[src/rpp_pkg.sv]
// Constants and types for the remote parameter parser.
// Function
// - Physical value is a number, optionally followed by multiplier, unit, or both; only V, A and S take a multiplier, and no unit may follow MA.
// - Multipliers EX PE T G MA K M U N P F give exponents 18 down to -15.
// - Units V, A, S, HZ, PCT and DEG are recognised.
// - Suffixes match in either letter case.
// - Letter U means micro.
// - MA is mega, but milliampere on a current parameter.
// - A bare number is taken in the basic unit.
// - Register values take decimal or #H, #Q, #B prefixes in any case.
// - Register values are answered as plain decimal integers.
// - Character options follow verbosity, never the header setting.
// - Numeric boolean rounds to integer; zero is off, otherwise on.
// - Boolean answers are digit 1 for on and 0 for off.
// - Strings use single or double quotes; doubled quote is one quote.
// - String answers are wrapped in double quotes.
// - Unclosed string absorbs the rest of the message without error.
// - Binary blocks are sent as hash, width digit, byte count, then bytes.
// - Commands run strictly one after another.
// - Output queries report the present output at once.
// - Condition bit 4 flags voltage transition, bit 5 current transition.
// - Falling filter sets event bit 4 when condition bit 4 falls.
// - Reading the extended event register clears it.
// - Enable mask gates events to status byte; request enable 8 selects them.
// - Out-of-range numeric value reports error 222.
package rpp_pkg;
  // ==========================================================================
  // Characters.
  localparam logic [7:0] CH_HASH  = 8'h23;
  localparam logic [7:0] CH_DQ    = 8'h22;
  localparam logic [7:0] CH_SQ    = 8'h27;
  localparam logic [7:0] CH_ZERO  = 8'h30;
  localparam logic [7:0] CH_ONE   = 8'h31;
  localparam logic [7:0] CH_CASE  = 8'h20;
  // ==========================================================================
  // Status bit positions and error codes.
  localparam int         COND_VOLT_BIT = 4;
  localparam int         COND_CURR_BIT = 5;
  localparam int         SRE_EXT_BIT   = 3;
  localparam logic [7:0] SRE_EXT_ONLY  = 8'h08;
  localparam logic [9:0] ERR_NONE      = 10'h000;
  localparam logic [9:0] ERR_RANGE     = 10'h0de;
  localparam logic [9:0] ERR_SYNTAX    = 10'h068;
  // ==========================================================================
  // Units and radixes.
  typedef enum logic [2:0] {RPP_U_NONE, RPP_U_VOLT, RPP_U_AMP, RPP_U_SEC,
                            RPP_U_HZ, RPP_U_PCT, RPP_U_DEG} rpp_unit_t;
  typedef enum logic [1:0] {RPP_R_DEC, RPP_R_HEX, RPP_R_OCT, RPP_R_BIN} rpp_radix_t;
  typedef enum logic [4:0] {RPP_S_IDLE = 5'h01, RPP_S_BODY = 5'h02, RPP_S_STR = 5'h04,
                            RPP_S_QUOT = 5'h08, RPP_S_SEND = 5'h10} rpp_state_t;
  localparam logic signed [5:0] EXP_NONE = 6'sd0;
endpackage

[src/rpp_suffix.sv]
// Suffix decoder for multiplier and unit text.
`timescale 1ns/1ps
module rpp_suffix
  import rpp_pkg::*;
(
  // Suffix text, up to three characters, left aligned, zero padded.
  input  wire logic [23:0]      i_text,
  input  wire logic [1:0]       i_len,
  input  wire logic             i_is_current,
  // Decoded result.
  output logic signed [5:0]     o_exp,
  output rpp_pkg::rpp_unit_t    o_unit,
  output logic                  o_bad
);
  logic [7:0] c0;
  logic [7:0] c1;
  logic [7:0] c2;
  logic [7:0] m;
  logic [7:0] u;
  logic       m_ok;

  // Upper-case each character and split multiplier from unit.
  always_comb
  begin
    c0 = (i_text[23:16] >= 8'h61) ? i_text[23:16] - CH_CASE : i_text[23:16];
    c1 = (i_text[15:8]  >= 8'h61) ? i_text[15:8]  - CH_CASE : i_text[15:8];
    c2 = (i_text[7:0]   >= 8'h61) ? i_text[7:0]   - CH_CASE : i_text[7:0];
    m = 8'h00;
    u = 8'h00;
    o_exp = EXP_NONE;
    o_unit = RPP_U_NONE;
    o_bad = 1'b0;
    m_ok = 1'b1;
    if (i_len == 2'd0)
    begin
      o_unit = RPP_U_NONE;
    end
    else if (i_len == 2'd2 && c0 == 8'h4d && c1 == 8'h41)
    begin
      // MA: mega, or milliampere on a current parameter.
      if (i_is_current)
      begin
        o_exp = -6'sd3;
        o_unit = RPP_U_AMP;
      end
      else
        o_exp = 6'sd6;
    end
    else if (i_len == 2'd3 && c0 == 8'h50 && c1 == 8'h43 && c2 == 8'h54)
      o_unit = RPP_U_PCT;
    else if (i_len == 2'd3 && c0 == 8'h44 && c1 == 8'h45 && c2 == 8'h47)
      o_unit = RPP_U_DEG;
    else if (i_len == 2'd2 && c0 == 8'h48 && c1 == 8'h5a)
      o_unit = RPP_U_HZ;
    else
    begin
      // Optional multiplier first, then optional unit.
      if (c0 == 8'h45 && c1 == 8'h58) o_exp = 6'sd18;
      else if (c0 == 8'h50 && c1 == 8'h45) o_exp = 6'sd15;
      else
      begin
        unique case (c0)
          8'h54: o_exp = 6'sd12;
          8'h47: o_exp = 6'sd9;
          8'h4b: o_exp = 6'sd3;
          8'h4d: o_exp = -6'sd3;
          8'h55: o_exp = -6'sd6;
          8'h4e: o_exp = -6'sd9;
          8'h50: o_exp = -6'sd12;
          8'h46: o_exp = -6'sd15;
          default: m_ok = 1'b0;
        endcase
      end
      if (!m_ok)
      begin
        u = c0;
        m = (i_len == 2'd1) ? 8'h00 : 8'hff;
      end
      else if (o_exp == 6'sd18 || o_exp == 6'sd15)
      begin
        u = c2;
        m = (i_len == 2'd3) ? 8'h00 : ((i_len == 2'd2) ? 8'h01 : 8'hff);
      end
      else
      begin
        u = c1;
        m = (i_len == 2'd2) ? 8'h00 : ((i_len == 2'd1) ? 8'h01 : 8'hff);
      end
      if (m == 8'h00)
      begin
        unique case (u)
          8'h56: o_unit = RPP_U_VOLT;
          8'h41: o_unit = RPP_U_AMP;
          8'h53: o_unit = RPP_U_SEC;
          default: o_bad = 1'b1;
        endcase
      end
      else if (m == 8'hff)
        o_bad = 1'b1;
    end
  end
endmodule

[src/rpp_top.sv]
// Parameter parser, response formatter and status event logic.
`timescale 1ns/1ps
module rpp_top
  import rpp_pkg::*;
#(
  parameter int MAX_VAL = 1000000
)
(
  // Clock and reset.
  input  wire logic               i_clk,
  input  wire logic               i_rst_n,
  // Incoming parameter characters.
  input  wire logic               i_rx_valid,
  input  wire logic [7:0]         i_rx_char,
  input  wire logic               i_rx_end,
  input  wire logic [1:0]         i_kind,
  input  wire logic               i_is_current,
  // Parsed value result.
  output logic                    o_val_valid,
  output logic [31:0]             o_val_mant,
  output logic signed [5:0]       o_val_exp,
  output rpp_pkg::rpp_unit_t      o_val_unit,
  output logic                    o_bool,
  output logic                    o_str_valid,
  output logic [7:0]              o_str_char,
  output logic [9:0]              o_err_code,
  output logic                    o_err_valid,
  // Command sequencing.
  input  wire logic               i_cmd_start,
  input  wire logic               i_cmd_done,
  output logic                    o_cmd_go,
  output logic                    o_cmd_busy,
  // Response formatter.
  input  wire logic               i_rsp_req,
  input  wire logic [1:0]         i_rsp_kind,
  input  wire logic [31:0]        i_rsp_value,
  input  wire logic               i_full_spelling_select,
  input  wire logic [3:0]         i_opt_short_len,
  input  wire logic [3:0]         i_opt_full_len,
  input  wire logic [7:0]         i_tx_char_in,
  output logic                    o_tx_index_next,
  input  wire logic               i_tx_ready,
  output logic                    o_tx_valid,
  output logic [7:0]              o_tx_char,
  output logic                    o_tx_last,
  // Status registers.
  input  wire logic               i_volt_moving,
  input  wire logic               i_curr_moving,
  input  wire logic               i_transition_filter_select,
  input  wire logic [15:0]        i_ext_event_enable_mask,
  input  wire logic [7:0]         i_sre,
  input  wire logic               i_ext_event_register_read,
  output logic [15:0]             o_cond,
  output logic [15:0]             o_ext_event,
  output logic                    o_srq
);
  import rpp_pkg::*;

  // ==========================================================================
  // Pin synchronisers for transition levels.
  logic [2:0] vs;
  logic [2:0] cs;
  logic       volt_st;
  logic       curr_st;
  logic       volt_prev;

  // Three-stage capture; a change counts when stages two and three agree.
  always_ff @(posedge i_clk or negedge i_rst_n)
  begin
    if (!i_rst_n)
    begin
      vs <= 3'h0;
      cs <= 3'h0;
      volt_st <= 1'b0;
      curr_st <= 1'b0;
    end
    else
    begin
      vs <= {vs[1:0], i_volt_moving};
      cs <= {cs[1:0], i_curr_moving};
      if (vs[1] == vs[2]) volt_st <= vs[2];
      if (cs[1] == cs[2]) curr_st <= cs[2];
    end
  end

  // ==========================================================================
  // Condition register, event register and service request.
  always_ff @(posedge i_clk or negedge i_rst_n)
  begin
    if (!i_rst_n)
    begin
      o_cond <= 16'h0000;
      volt_prev <= 1'b0;
      o_ext_event <= 16'h0000;
      o_srq <= 1'b0;
    end
    else
    begin
      o_cond <= 16'h0000;
      o_cond[COND_VOLT_BIT] <= volt_st;
      o_cond[COND_CURR_BIT] <= curr_st;
      volt_prev <= volt_st;
      // A new event in the read cycle survives the clear.
      if (i_ext_event_register_read)
        o_ext_event <= 16'h0000;
      if (i_transition_filter_select && volt_prev && !volt_st)
        o_ext_event[COND_VOLT_BIT] <= 1'b1;
      o_srq <= i_sre[SRE_EXT_BIT] && |(o_ext_event & i_ext_event_enable_mask);
    end
  end

  // ==========================================================================
  // Sequential command gating.
  always_ff @(posedge i_clk or negedge i_rst_n)
  begin
    if (!i_rst_n)
    begin
      o_cmd_busy <= 1'b0;
      o_cmd_go <= 1'b0;
    end
    else
    begin
      o_cmd_go <= 1'b0;
      if (o_cmd_busy && i_cmd_done)
        o_cmd_busy <= 1'b0;
      else if (!o_cmd_busy && i_cmd_start)
      begin
        o_cmd_busy <= 1'b1;
        o_cmd_go <= 1'b1;
      end
    end
  end

  // ==========================================================================
  // Input parser.
  rpp_state_t  st;
  rpp_radix_t  radix;
  logic [31:0] mant;
  logic        fin;
  logic        in_frac;
  logic        seen_dot;
  logic        round_up;
  logic        prefix;
  logic [7:0]  quote;
  logic [23:0] sfx;
  logic [1:0]  sfx_len;
  logic        sfx_over;
  logic [7:0]  uc;
  logic [3:0]  dig;
  logic        dig_ok;
  logic signed [5:0] s_exp;
  rpp_unit_t   s_unit;
  logic        s_bad;

  rpp_suffix u_suffix
  (
    .i_text       (sfx),
    .i_len        (sfx_len),
    .i_is_current (i_is_current),
    .o_exp        (s_exp),
    .o_unit       (s_unit),
    .o_bad        (s_bad)
  );

  // Digit value for the current radix, case folded.
  always_comb
  begin
    uc = (i_rx_char >= 8'h61) ? i_rx_char - CH_CASE : i_rx_char;
    dig = 4'h0;
    dig_ok = 1'b0;
    if (uc >= 8'h30 && uc <= 8'h39)
    begin
      dig = 4'(uc - CH_ZERO);
      dig_ok = (radix == RPP_R_HEX) || (radix == RPP_R_DEC) ||
               (radix == RPP_R_OCT && uc <= 8'h37) || (radix == RPP_R_BIN && uc <= CH_ONE);
    end
    else if (radix == RPP_R_HEX && uc >= 8'h41 && uc <= 8'h46)
    begin
      dig = 4'(uc - 8'h37);
      dig_ok = 1'b1;
    end
  end

  // Character stream state machine.
  always_ff @(posedge i_clk or negedge i_rst_n)
  begin
    if (!i_rst_n)
    begin
      st <= RPP_S_IDLE;
      radix <= RPP_R_DEC;
      mant <= 32'h0;
      in_frac <= 1'b0;
      seen_dot <= 1'b0;
      round_up <= 1'b0;
      prefix <= 1'b0;
      quote <= 8'h00;
      sfx <= 24'h0;
      sfx_len <= 2'd0;
      sfx_over <= 1'b0;
      fin <= 1'b0;
      o_val_valid <= 1'b0;
      o_val_mant <= 32'h0;
      o_val_exp <= EXP_NONE;
      o_val_unit <= RPP_U_NONE;
      o_bool <= 1'b0;
      o_str_valid <= 1'b0;
      o_str_char <= 8'h00;
      o_err_code <= ERR_NONE;
      o_err_valid <= 1'b0;
    end
    else
    begin
      o_val_valid <= 1'b0;
      o_str_valid <= 1'b0;
      o_err_valid <= 1'b0;
      unique case (st)
        RPP_S_IDLE, RPP_S_BODY:
        begin
          // The result goes out the cycle after the last character, once that character is folded in.
          // A character offered in that cycle is not taken.
          if (fin)
          begin
            fin <= 1'b0;
            st <= RPP_S_IDLE;
            o_val_valid <= 1'b1;
            o_val_mant <= mant;
            o_val_exp <= s_exp;
            o_val_unit <= s_unit;
            o_bool <= (mant != 32'h0) || round_up;
            if (s_bad || sfx_over)
            begin
              o_err_code <= ERR_SYNTAX;
              o_err_valid <= 1'b1;
            end
            else if (mant > 32'(MAX_VAL))
            begin
              o_err_code <= ERR_RANGE;
              o_err_valid <= 1'b1;
            end
            mant <= 32'h0;
            radix <= RPP_R_DEC;
            in_frac <= 1'b0;
            seen_dot <= 1'b0;
            round_up <= 1'b0;
            prefix <= 1'b0;
            sfx <= 24'h0;
            sfx_len <= 2'd0;
            sfx_over <= 1'b0;
          end
          else if (i_rx_valid && st == RPP_S_IDLE && i_kind == 2'd3 &&
                   (i_rx_char == CH_DQ || i_rx_char == CH_SQ))
          begin
            quote <= i_rx_char;
            st <= RPP_S_STR;
          end
          else if (i_rx_valid)
          begin
            st <= RPP_S_BODY;
            fin <= i_rx_end;
            if (i_rx_char == CH_HASH && st == RPP_S_IDLE)
              prefix <= 1'b1;
            else if (prefix)
            begin
              prefix <= 1'b0;
              radix <= (uc == 8'h48) ? RPP_R_HEX : ((uc == 8'h51) ? RPP_R_OCT : RPP_R_BIN);
            end
            else if (i_rx_char == 8'h2e)
            begin
              in_frac <= 1'b1;
              seen_dot <= 1'b0;
            end
            else if (dig_ok && sfx_len == 2'd0 && !in_frac)
            begin
              unique case (radix)
                RPP_R_HEX: mant <= {mant[27:0], dig};
                RPP_R_OCT: mant <= {mant[28:0], dig[2:0]};
                RPP_R_BIN: mant <= {mant[30:0], dig[0]};
                default:   mant <= 32'(mant * 32'd10 + 32'(dig));
              endcase
            end
            else if (dig_ok && in_frac && !seen_dot)
            begin
              // First fraction digit decides rounding of booleans.
              seen_dot <= 1'b1;
              round_up <= (dig >= 4'd5);
            end
            else if (!dig_ok)
            begin
              if (sfx_len == 2'd3) sfx_over <= 1'b1;
              else
              begin
                sfx <= sfx | (24'(i_rx_char) << (5'd16 - {sfx_len, 3'b000}));
                sfx_len <= sfx_len + 2'd1;
              end
            end
          end
        end
        RPP_S_STR:
        begin
          // No closing quote: the rest of the message stays in the string.
          if (i_rx_valid && i_rx_char == quote)
            st <= i_rx_end ? RPP_S_IDLE : RPP_S_QUOT;
          else if (i_rx_valid)
          begin
            o_str_valid <= 1'b1;
            o_str_char <= i_rx_char;
            if (i_rx_end) st <= RPP_S_IDLE;
          end
        end
        RPP_S_QUOT:
        begin
          if (i_rx_valid && i_rx_char == quote)
          begin
            o_str_valid <= 1'b1;
            o_str_char <= quote;
            st <= i_rx_end ? RPP_S_IDLE : RPP_S_STR;
          end
          else if (i_rx_valid)
            st <= RPP_S_IDLE;
        end
        default: st <= RPP_S_IDLE;
      endcase
    end
  end

  // ==========================================================================
  // Response formatter: 0 register/decimal, 1 boolean, 2 string, 3 block.
  logic [31:0] rem;
  logic [31:0] pow;
  logic [3:0]  cnt;
  logic [3:0]  blk_digits;
  logic [1:0]  rkind;
  logic [3:0]  phase;
  logic [3:0]  opt_len;
  logic [31:0] left;

  always_ff @(posedge i_clk or negedge i_rst_n)
  begin
    if (!i_rst_n)
    begin
      o_tx_valid <= 1'b0;
      o_tx_char <= 8'h00;
      o_tx_last <= 1'b0;
      o_tx_index_next <= 1'b0;
      rem <= 32'h0;
      pow <= 32'h0;
      cnt <= 4'h0;
      blk_digits <= 4'h0;
      rkind <= 2'd0;
      phase <= 4'h0;
      opt_len <= 4'h0;
      left <= 32'h0;
    end
    else
    begin
      o_tx_index_next <= 1'b0;
      if (o_tx_valid && !i_tx_ready)
        o_tx_valid <= 1'b1;
      else if (phase == 4'h0)
      begin
        o_tx_valid <= 1'b0;
        o_tx_last <= 1'b0;
        if (i_rsp_req)
        begin
          rkind <= i_rsp_kind;
          // The value goes out as given, even while the output is still settling.
          rem <= i_rsp_value;
          left <= i_rsp_value;
          pow <= 32'd1000000000;
          cnt <= 4'd10;
          // Option text length follows verbosity only.
          opt_len <= i_full_spelling_select ? i_opt_full_len : i_opt_short_len;
          blk_digits <= 4'd8;
          phase <= (i_rsp_kind == 2'd2 || i_rsp_kind == 2'd3) ? 4'h1 : 4'h3;
        end
      end
      else if (phase == 4'h1)
      begin
        o_tx_valid <= 1'b1;
        o_tx_char <= (rkind == 2'd2) ? CH_DQ : CH_HASH;
        phase <= (rkind == 2'd2) ? 4'h5 : 4'h2;
      end
      else if (phase == 4'h2)
      begin
        o_tx_valid <= 1'b1;
        o_tx_char <= CH_ZERO + 8'(blk_digits);
        cnt <= 4'd8;
        pow <= 32'd10000000;
        phase <= 4'h4;
      end
      else if (phase == 4'h3 || phase == 4'h4)
      begin
        // Decimal digits, leading zeros kept only for block counts.
        o_tx_valid <= (left >= pow) || phase == 4'h4 || cnt == 4'd1 || rkind == 2'd1;
        o_tx_char <= (rkind == 2'd1) ? ((rem != 32'h0) ? CH_ONE : CH_ZERO)
                                     : CH_ZERO + 8'(rem / pow);
        if (rkind == 2'd1 || cnt == 4'd1)
        begin
          // An empty block ends with its count.
          o_tx_last <= (phase == 4'h3) || left == 32'h0;
          phase <= (phase == 4'h3 || left == 32'h0) ? 4'h0 : 4'h5;
        end
        else
        begin
          if (phase == 4'h3 && rem < pow) phase <= 4'h3;
          else phase <= phase;
          rem <= rem % pow;
          pow <= pow / 32'd10;
          cnt <= cnt - 4'd1;
        end
      end
      else
      begin
        // Payload characters from the caller, string or block body.
        o_tx_valid <= 1'b1;
        o_tx_char <= i_tx_char_in;
        o_tx_index_next <= 1'b1;
        opt_len <= opt_len - 4'd1;
        left <= left - 32'd1;
        if (opt_len == 4'h0 && rkind == 2'd2)
        begin
          o_tx_char <= CH_DQ;
          o_tx_last <= 1'b1;
          phase <= 4'h0;
        end
        else if (left <= 32'd1 && rkind == 2'd3)
        begin
          o_tx_last <= 1'b1;
          phase <= 4'h0;
        end
      end
    end
  end
endmodule

[config.mk]
export PLATFORM = sky130hd
export DESIGN_NAME = rpp_top
export DESIGN_NICKNAME = d
export VERILOG_FILES = /design/src/rpp_pkg.sv /design/src/rpp_suffix.sv /design/src/rpp_top.sv
export SDC_FILE = /design/constraint.sdc
export NUM_CORES = 2
export LEC_CHECK = 0
export BUFFER_PORTS_ARGS = -buffer_cell sky130_fd_sc_hd__buf_2
export CAP_MARGIN = 30
export CELL_PAD_IN_SITES_DETAIL_PLACEMENT = 1
export CELL_PAD_IN_SITES_GLOBAL_PLACEMENT = 1
export CORE_MARGIN = 8
export CORE_UTILIZATION = 48
export DETAILED_ROUTE_END_ITERATION = 12
export PLACE_DENSITY_LB_ADDON = 0.05
export SYNTH_ARGS = -nofsm -noshare
export SYNTH_HDL_FRONTEND = slang
export SYNTH_SLANG_ARGS = --single-unit
[constraint.sdc]
create_clock -name i_clk -period 147.1 [get_ports i_clk]
set_input_delay 29.42 -clock i_clk [delete_from_list [all_inputs] [get_ports i_clk]]
set_output_delay 29.42 -clock i_clk [all_outputs]
set_load 0.05 [all_outputs]
==> results.yml <==
outcome:
  status: "complete, no violations"
grt:
  grt_pass1_vias: 48734
  grt_max_degree: 169
  use_met2: 0.5315
  grt_use_total: 0.3389
  antenna_found_initial: 16
  use_met3: 0.06573
  gr-usage-met1: 0.4623
  grt.overflow.total: 0
  grt_most_used_layer: "met2"
  grt_pass1_wl_mm: 282.6
synth:
  ys_warn_count: 0
  synth_area_sq_um: 45070
  yosys.area.top_type: "ha_1"
  synth_most_common_cell: "ha_1"
  synth-edff-count: 0
  synthCells: 5982
  synth_top_cell_area_share: 0.1840
  syn_area_per_cell_sq_um: 7.535
  synth-async-reset-ratio: 1.000
  synth_ff_type: "dfrtp_1"
  synth_area_leaders: "ha_1 18%, dfrtp_1 15%, o21a_1 5.5%, nor2_1 5.1%, mux2_2 4.9%"
  synth.distinct_cells: 115
  synth_commonest_cells: "663 x ha_1, 607 x nor2_1, 514 x nand2_1, 421 x o21ai_0, 370 x nor3_1"
  synth_seq_cells: 265
  ys_seq_area_frac: 0.1472
detailed_routing:
  vias_per_cell: 6.607
  num_vias: 48400
  drc_errors: 0
  ant_nets: 0
  firstDrtPassIters: 7
  drtIter0Drc: 4118
  routedWlPerCell_microns: 24.84
  wl_mm: 182.0
timing:
  clock_skew_ns: 0.02204
  min_period_ns: 129.83
  slew_violations: 0
  max_freq_mhz: 7.702
  relSlewSlack: 0.2210
  finalSetupViolCount: 0
  tightestPinTransition_ns: 1.168
  hold_viol: 0
  rsz0062_at_grt: "no"
  min_period_over_period: 0.8826
  setup_tns_ns: 0
critical_path:
  crit_type: "flop to flop"
  crit_start: "pow[16]$_DFFE_PN0P_"
  reg2reg_to: "rem[17]$_DFFE_PN0P_"
  cp_slowest_cell: "nor4_1"
  crit_path_end_kind: "flop"
  worstPathRequired_ns: 147.59
  path_max_fanout: 39
  cp-endpoint: "rem[17]$_DFFE_PN0P_"
  crit_top_cell: "o21a_1"
  max_stage_delay_ns: 0.92
  cp_data_arrival_time_ns: 130.32
  cp-start-kind: "flop"
  r2r_cells: 557
  r2r-start: "pow[16]$_DFFE_PN0P_"
  r2r_slack_ns: 17.27
die:
  die-area_sq_um: 104000
  num_rows: 112
  core_sq_um: 93190
  die_h_microns: 322.4
  initial_core_util: 0.4837
  io_pins: 207
  fp.dieW_microns: 322.4
clock_network:
  cts_tree: "yes"
  cts_buffers: 35
  ctsHoldBuffers: 0
  postCtsResizedCells: 0
  clk_path_buf_depth: 3
  clock_sinks: 265
  root_buffer: "clkbuf_16"
  h-tree-depth: 2
  path_clk_slew_ns: 0.06
  post_cts_buffers: 0
  clkLatencyLatePin_ns: 0.58
placement:
  post-dp-hpwl_mm: 139.3
  numPortBuffers: 152
  gp_congestion: 0.9348
job:
  cap_violations: 0
hold_path:
  worstHoldPathType: "flop to flop"
final_layout:
  nFillCells: 11844
  nets: 6803
  area_growth_pct: 7.620
  layout-drive-gt1-share: 0.1116
[state kept, by name (all words and copies together), names as in the netlist, 4 cells and up]
register,count
opt_len,4
mant,32
st,4
pow,28
o_tx_char,8
o_val_exp,6
o_str_char,8
cnt,4
quote,8
left,32
sfx,24
rem,32
o_val_mant,32
[routing by layer]
layer / routed length (microns) / part of all wire
met3: 14560 / 0.080
met2: 79400 / 0.44
met1: 80890 / 0.44
met5: 83 / 0.00046
met4: 7065 / 0.039
[how the worst min path moves through the flow]
stage | startpoint | to | slack [ns] | cells after the start
2_1_floorplan | cs[0]$_DFF_PN0_ | cs[1]$_DFF_PN0_ | 0.33 | 0
3_3_place_gp | vs[0]$_DFF_PN0_ | vs[1]$_DFF_PN0_ | 0.33 | 0
3_5_place_dp | vs[0]$_DFF_PN0_ | vs[1]$_DFF_PN0_ | 0.34 | 0
4_1_cts | vs[0]$_DFF_PN0_ | vs[1]$_DFF_PN0_ | 0.35 | 0
5_1_grt | cs[0]$_DFF_PN0_ | cs[1]$_DFF_PN0_ | 0.36 | 0
6_report | vs[0]$_DFF_PN0_ | vs[1]$_DFF_PN0_ | 0.35 | 0
[cells by family (layout without fill, tap and decap cells)]
kind of cell / Yosys count / after routing / synth area share
and+or+nand+nor: 2156 / 2156 / 0.2282
muxes: 278 / 278 / 0.07523
buffers and inverters: 599 / 650 / 0.05416
adders and majority gates: 672 / 672 / 0.1868
other: 1 / 40 / 0.00008320
xor gates and xnor gates: 171 / 171 / 0.03323
DFF: 265 / 265 / 0.1472
AOI/OAI and AO/OA: 1840 / 1840 / 0.2752
[critical path, delay by kind of cell, from the launching register on]
kind	cells	cell delay, ns
AOI/OAI and AO/OA	467	103.55
adders and majority gates	31	9.81
buffers and inverters	22	5.64
DFF	1	0.73
muxes	14	4.04
and+or+nand+nor	23	5.66
[metrics by stage]
step	std cells	setup WS, ns	area [sq um]	util	hold WS [ns]
floorplan	6013	37.19	45190	-	0.3312
finish	7326	17.27	48510	0.5205	0.3486
global route	7319	7.148	48490	0.5203	0.3580
global placement	7251	24.02	47230	0.5068	0.3314
CTS	7316	19.18	48450	0.5200	0.3519
detailed placement	7254	19.95	47250	0.5071	0.3365
[area by class of cell]
cell class	instances	area (sq um)	area share
multi-input combinational	5149	36230	0.7469
sequential	265	6634	0.1368
timing repair buffer	263	1633	0.03366
tap	1254	1569	0.03235
inverter	325	1220	0.02515
clock buffer	42	952.2	0.01963
clock inverter	20	249.0	0.005133
antenna	8	20.02	0.0004127
[cells in the final DEF, fill, tap and decap left out, drive strengths merged, types with 31 or more instances in the layout]
| cell | netlist | routed |
|---|---|---|
| a211oi | 49 | 49 |
| a21boi | 64 | 64 |
| a21o | 68 | 68 |
| a21oi | 345 | 345 |
| a22o | 38 | 38 |
| a22oi | 51 | 51 |
| a31oi | 62 | 62 |
| and2 | 34 | 34 |
| and3 | 60 | 60 |
| buf | 75 | 261 |
| clkbuf | 199 | 43 |
| conb | 1 | 32 |
| dfrtp | 264 | 264 |
| ha | 663 | 663 |
| inv | 313 | 317 |
| mux2 | 196 | 196 |
| mux2i | 53 | 53 |
| nand2 | 514 | 514 |
| nand2b | 38 | 38 |
| nand3 | 129 | 129 |
| nand3b | 31 | 31 |
| nand4 | 87 | 87 |
| nor2 | 610 | 610 |
| nor2b | 43 | 43 |
| nor3 | 372 | 372 |
| nor4 | 60 | 60 |
| o211ai | 36 | 36 |
| o21a | 332 | 332 |
| o21ai | 435 | 435 |
| o22ai | 35 | 35 |
| o31ai | 42 | 42 |
| or3 | 73 | 73 |
| xnor2 | 119 | 119 |
| xor2 | 52 | 52 |
Power is left out: the tool's default activity adds up to more than one toggle a clock period on the data nets, which glitch-free logic cannot reach.
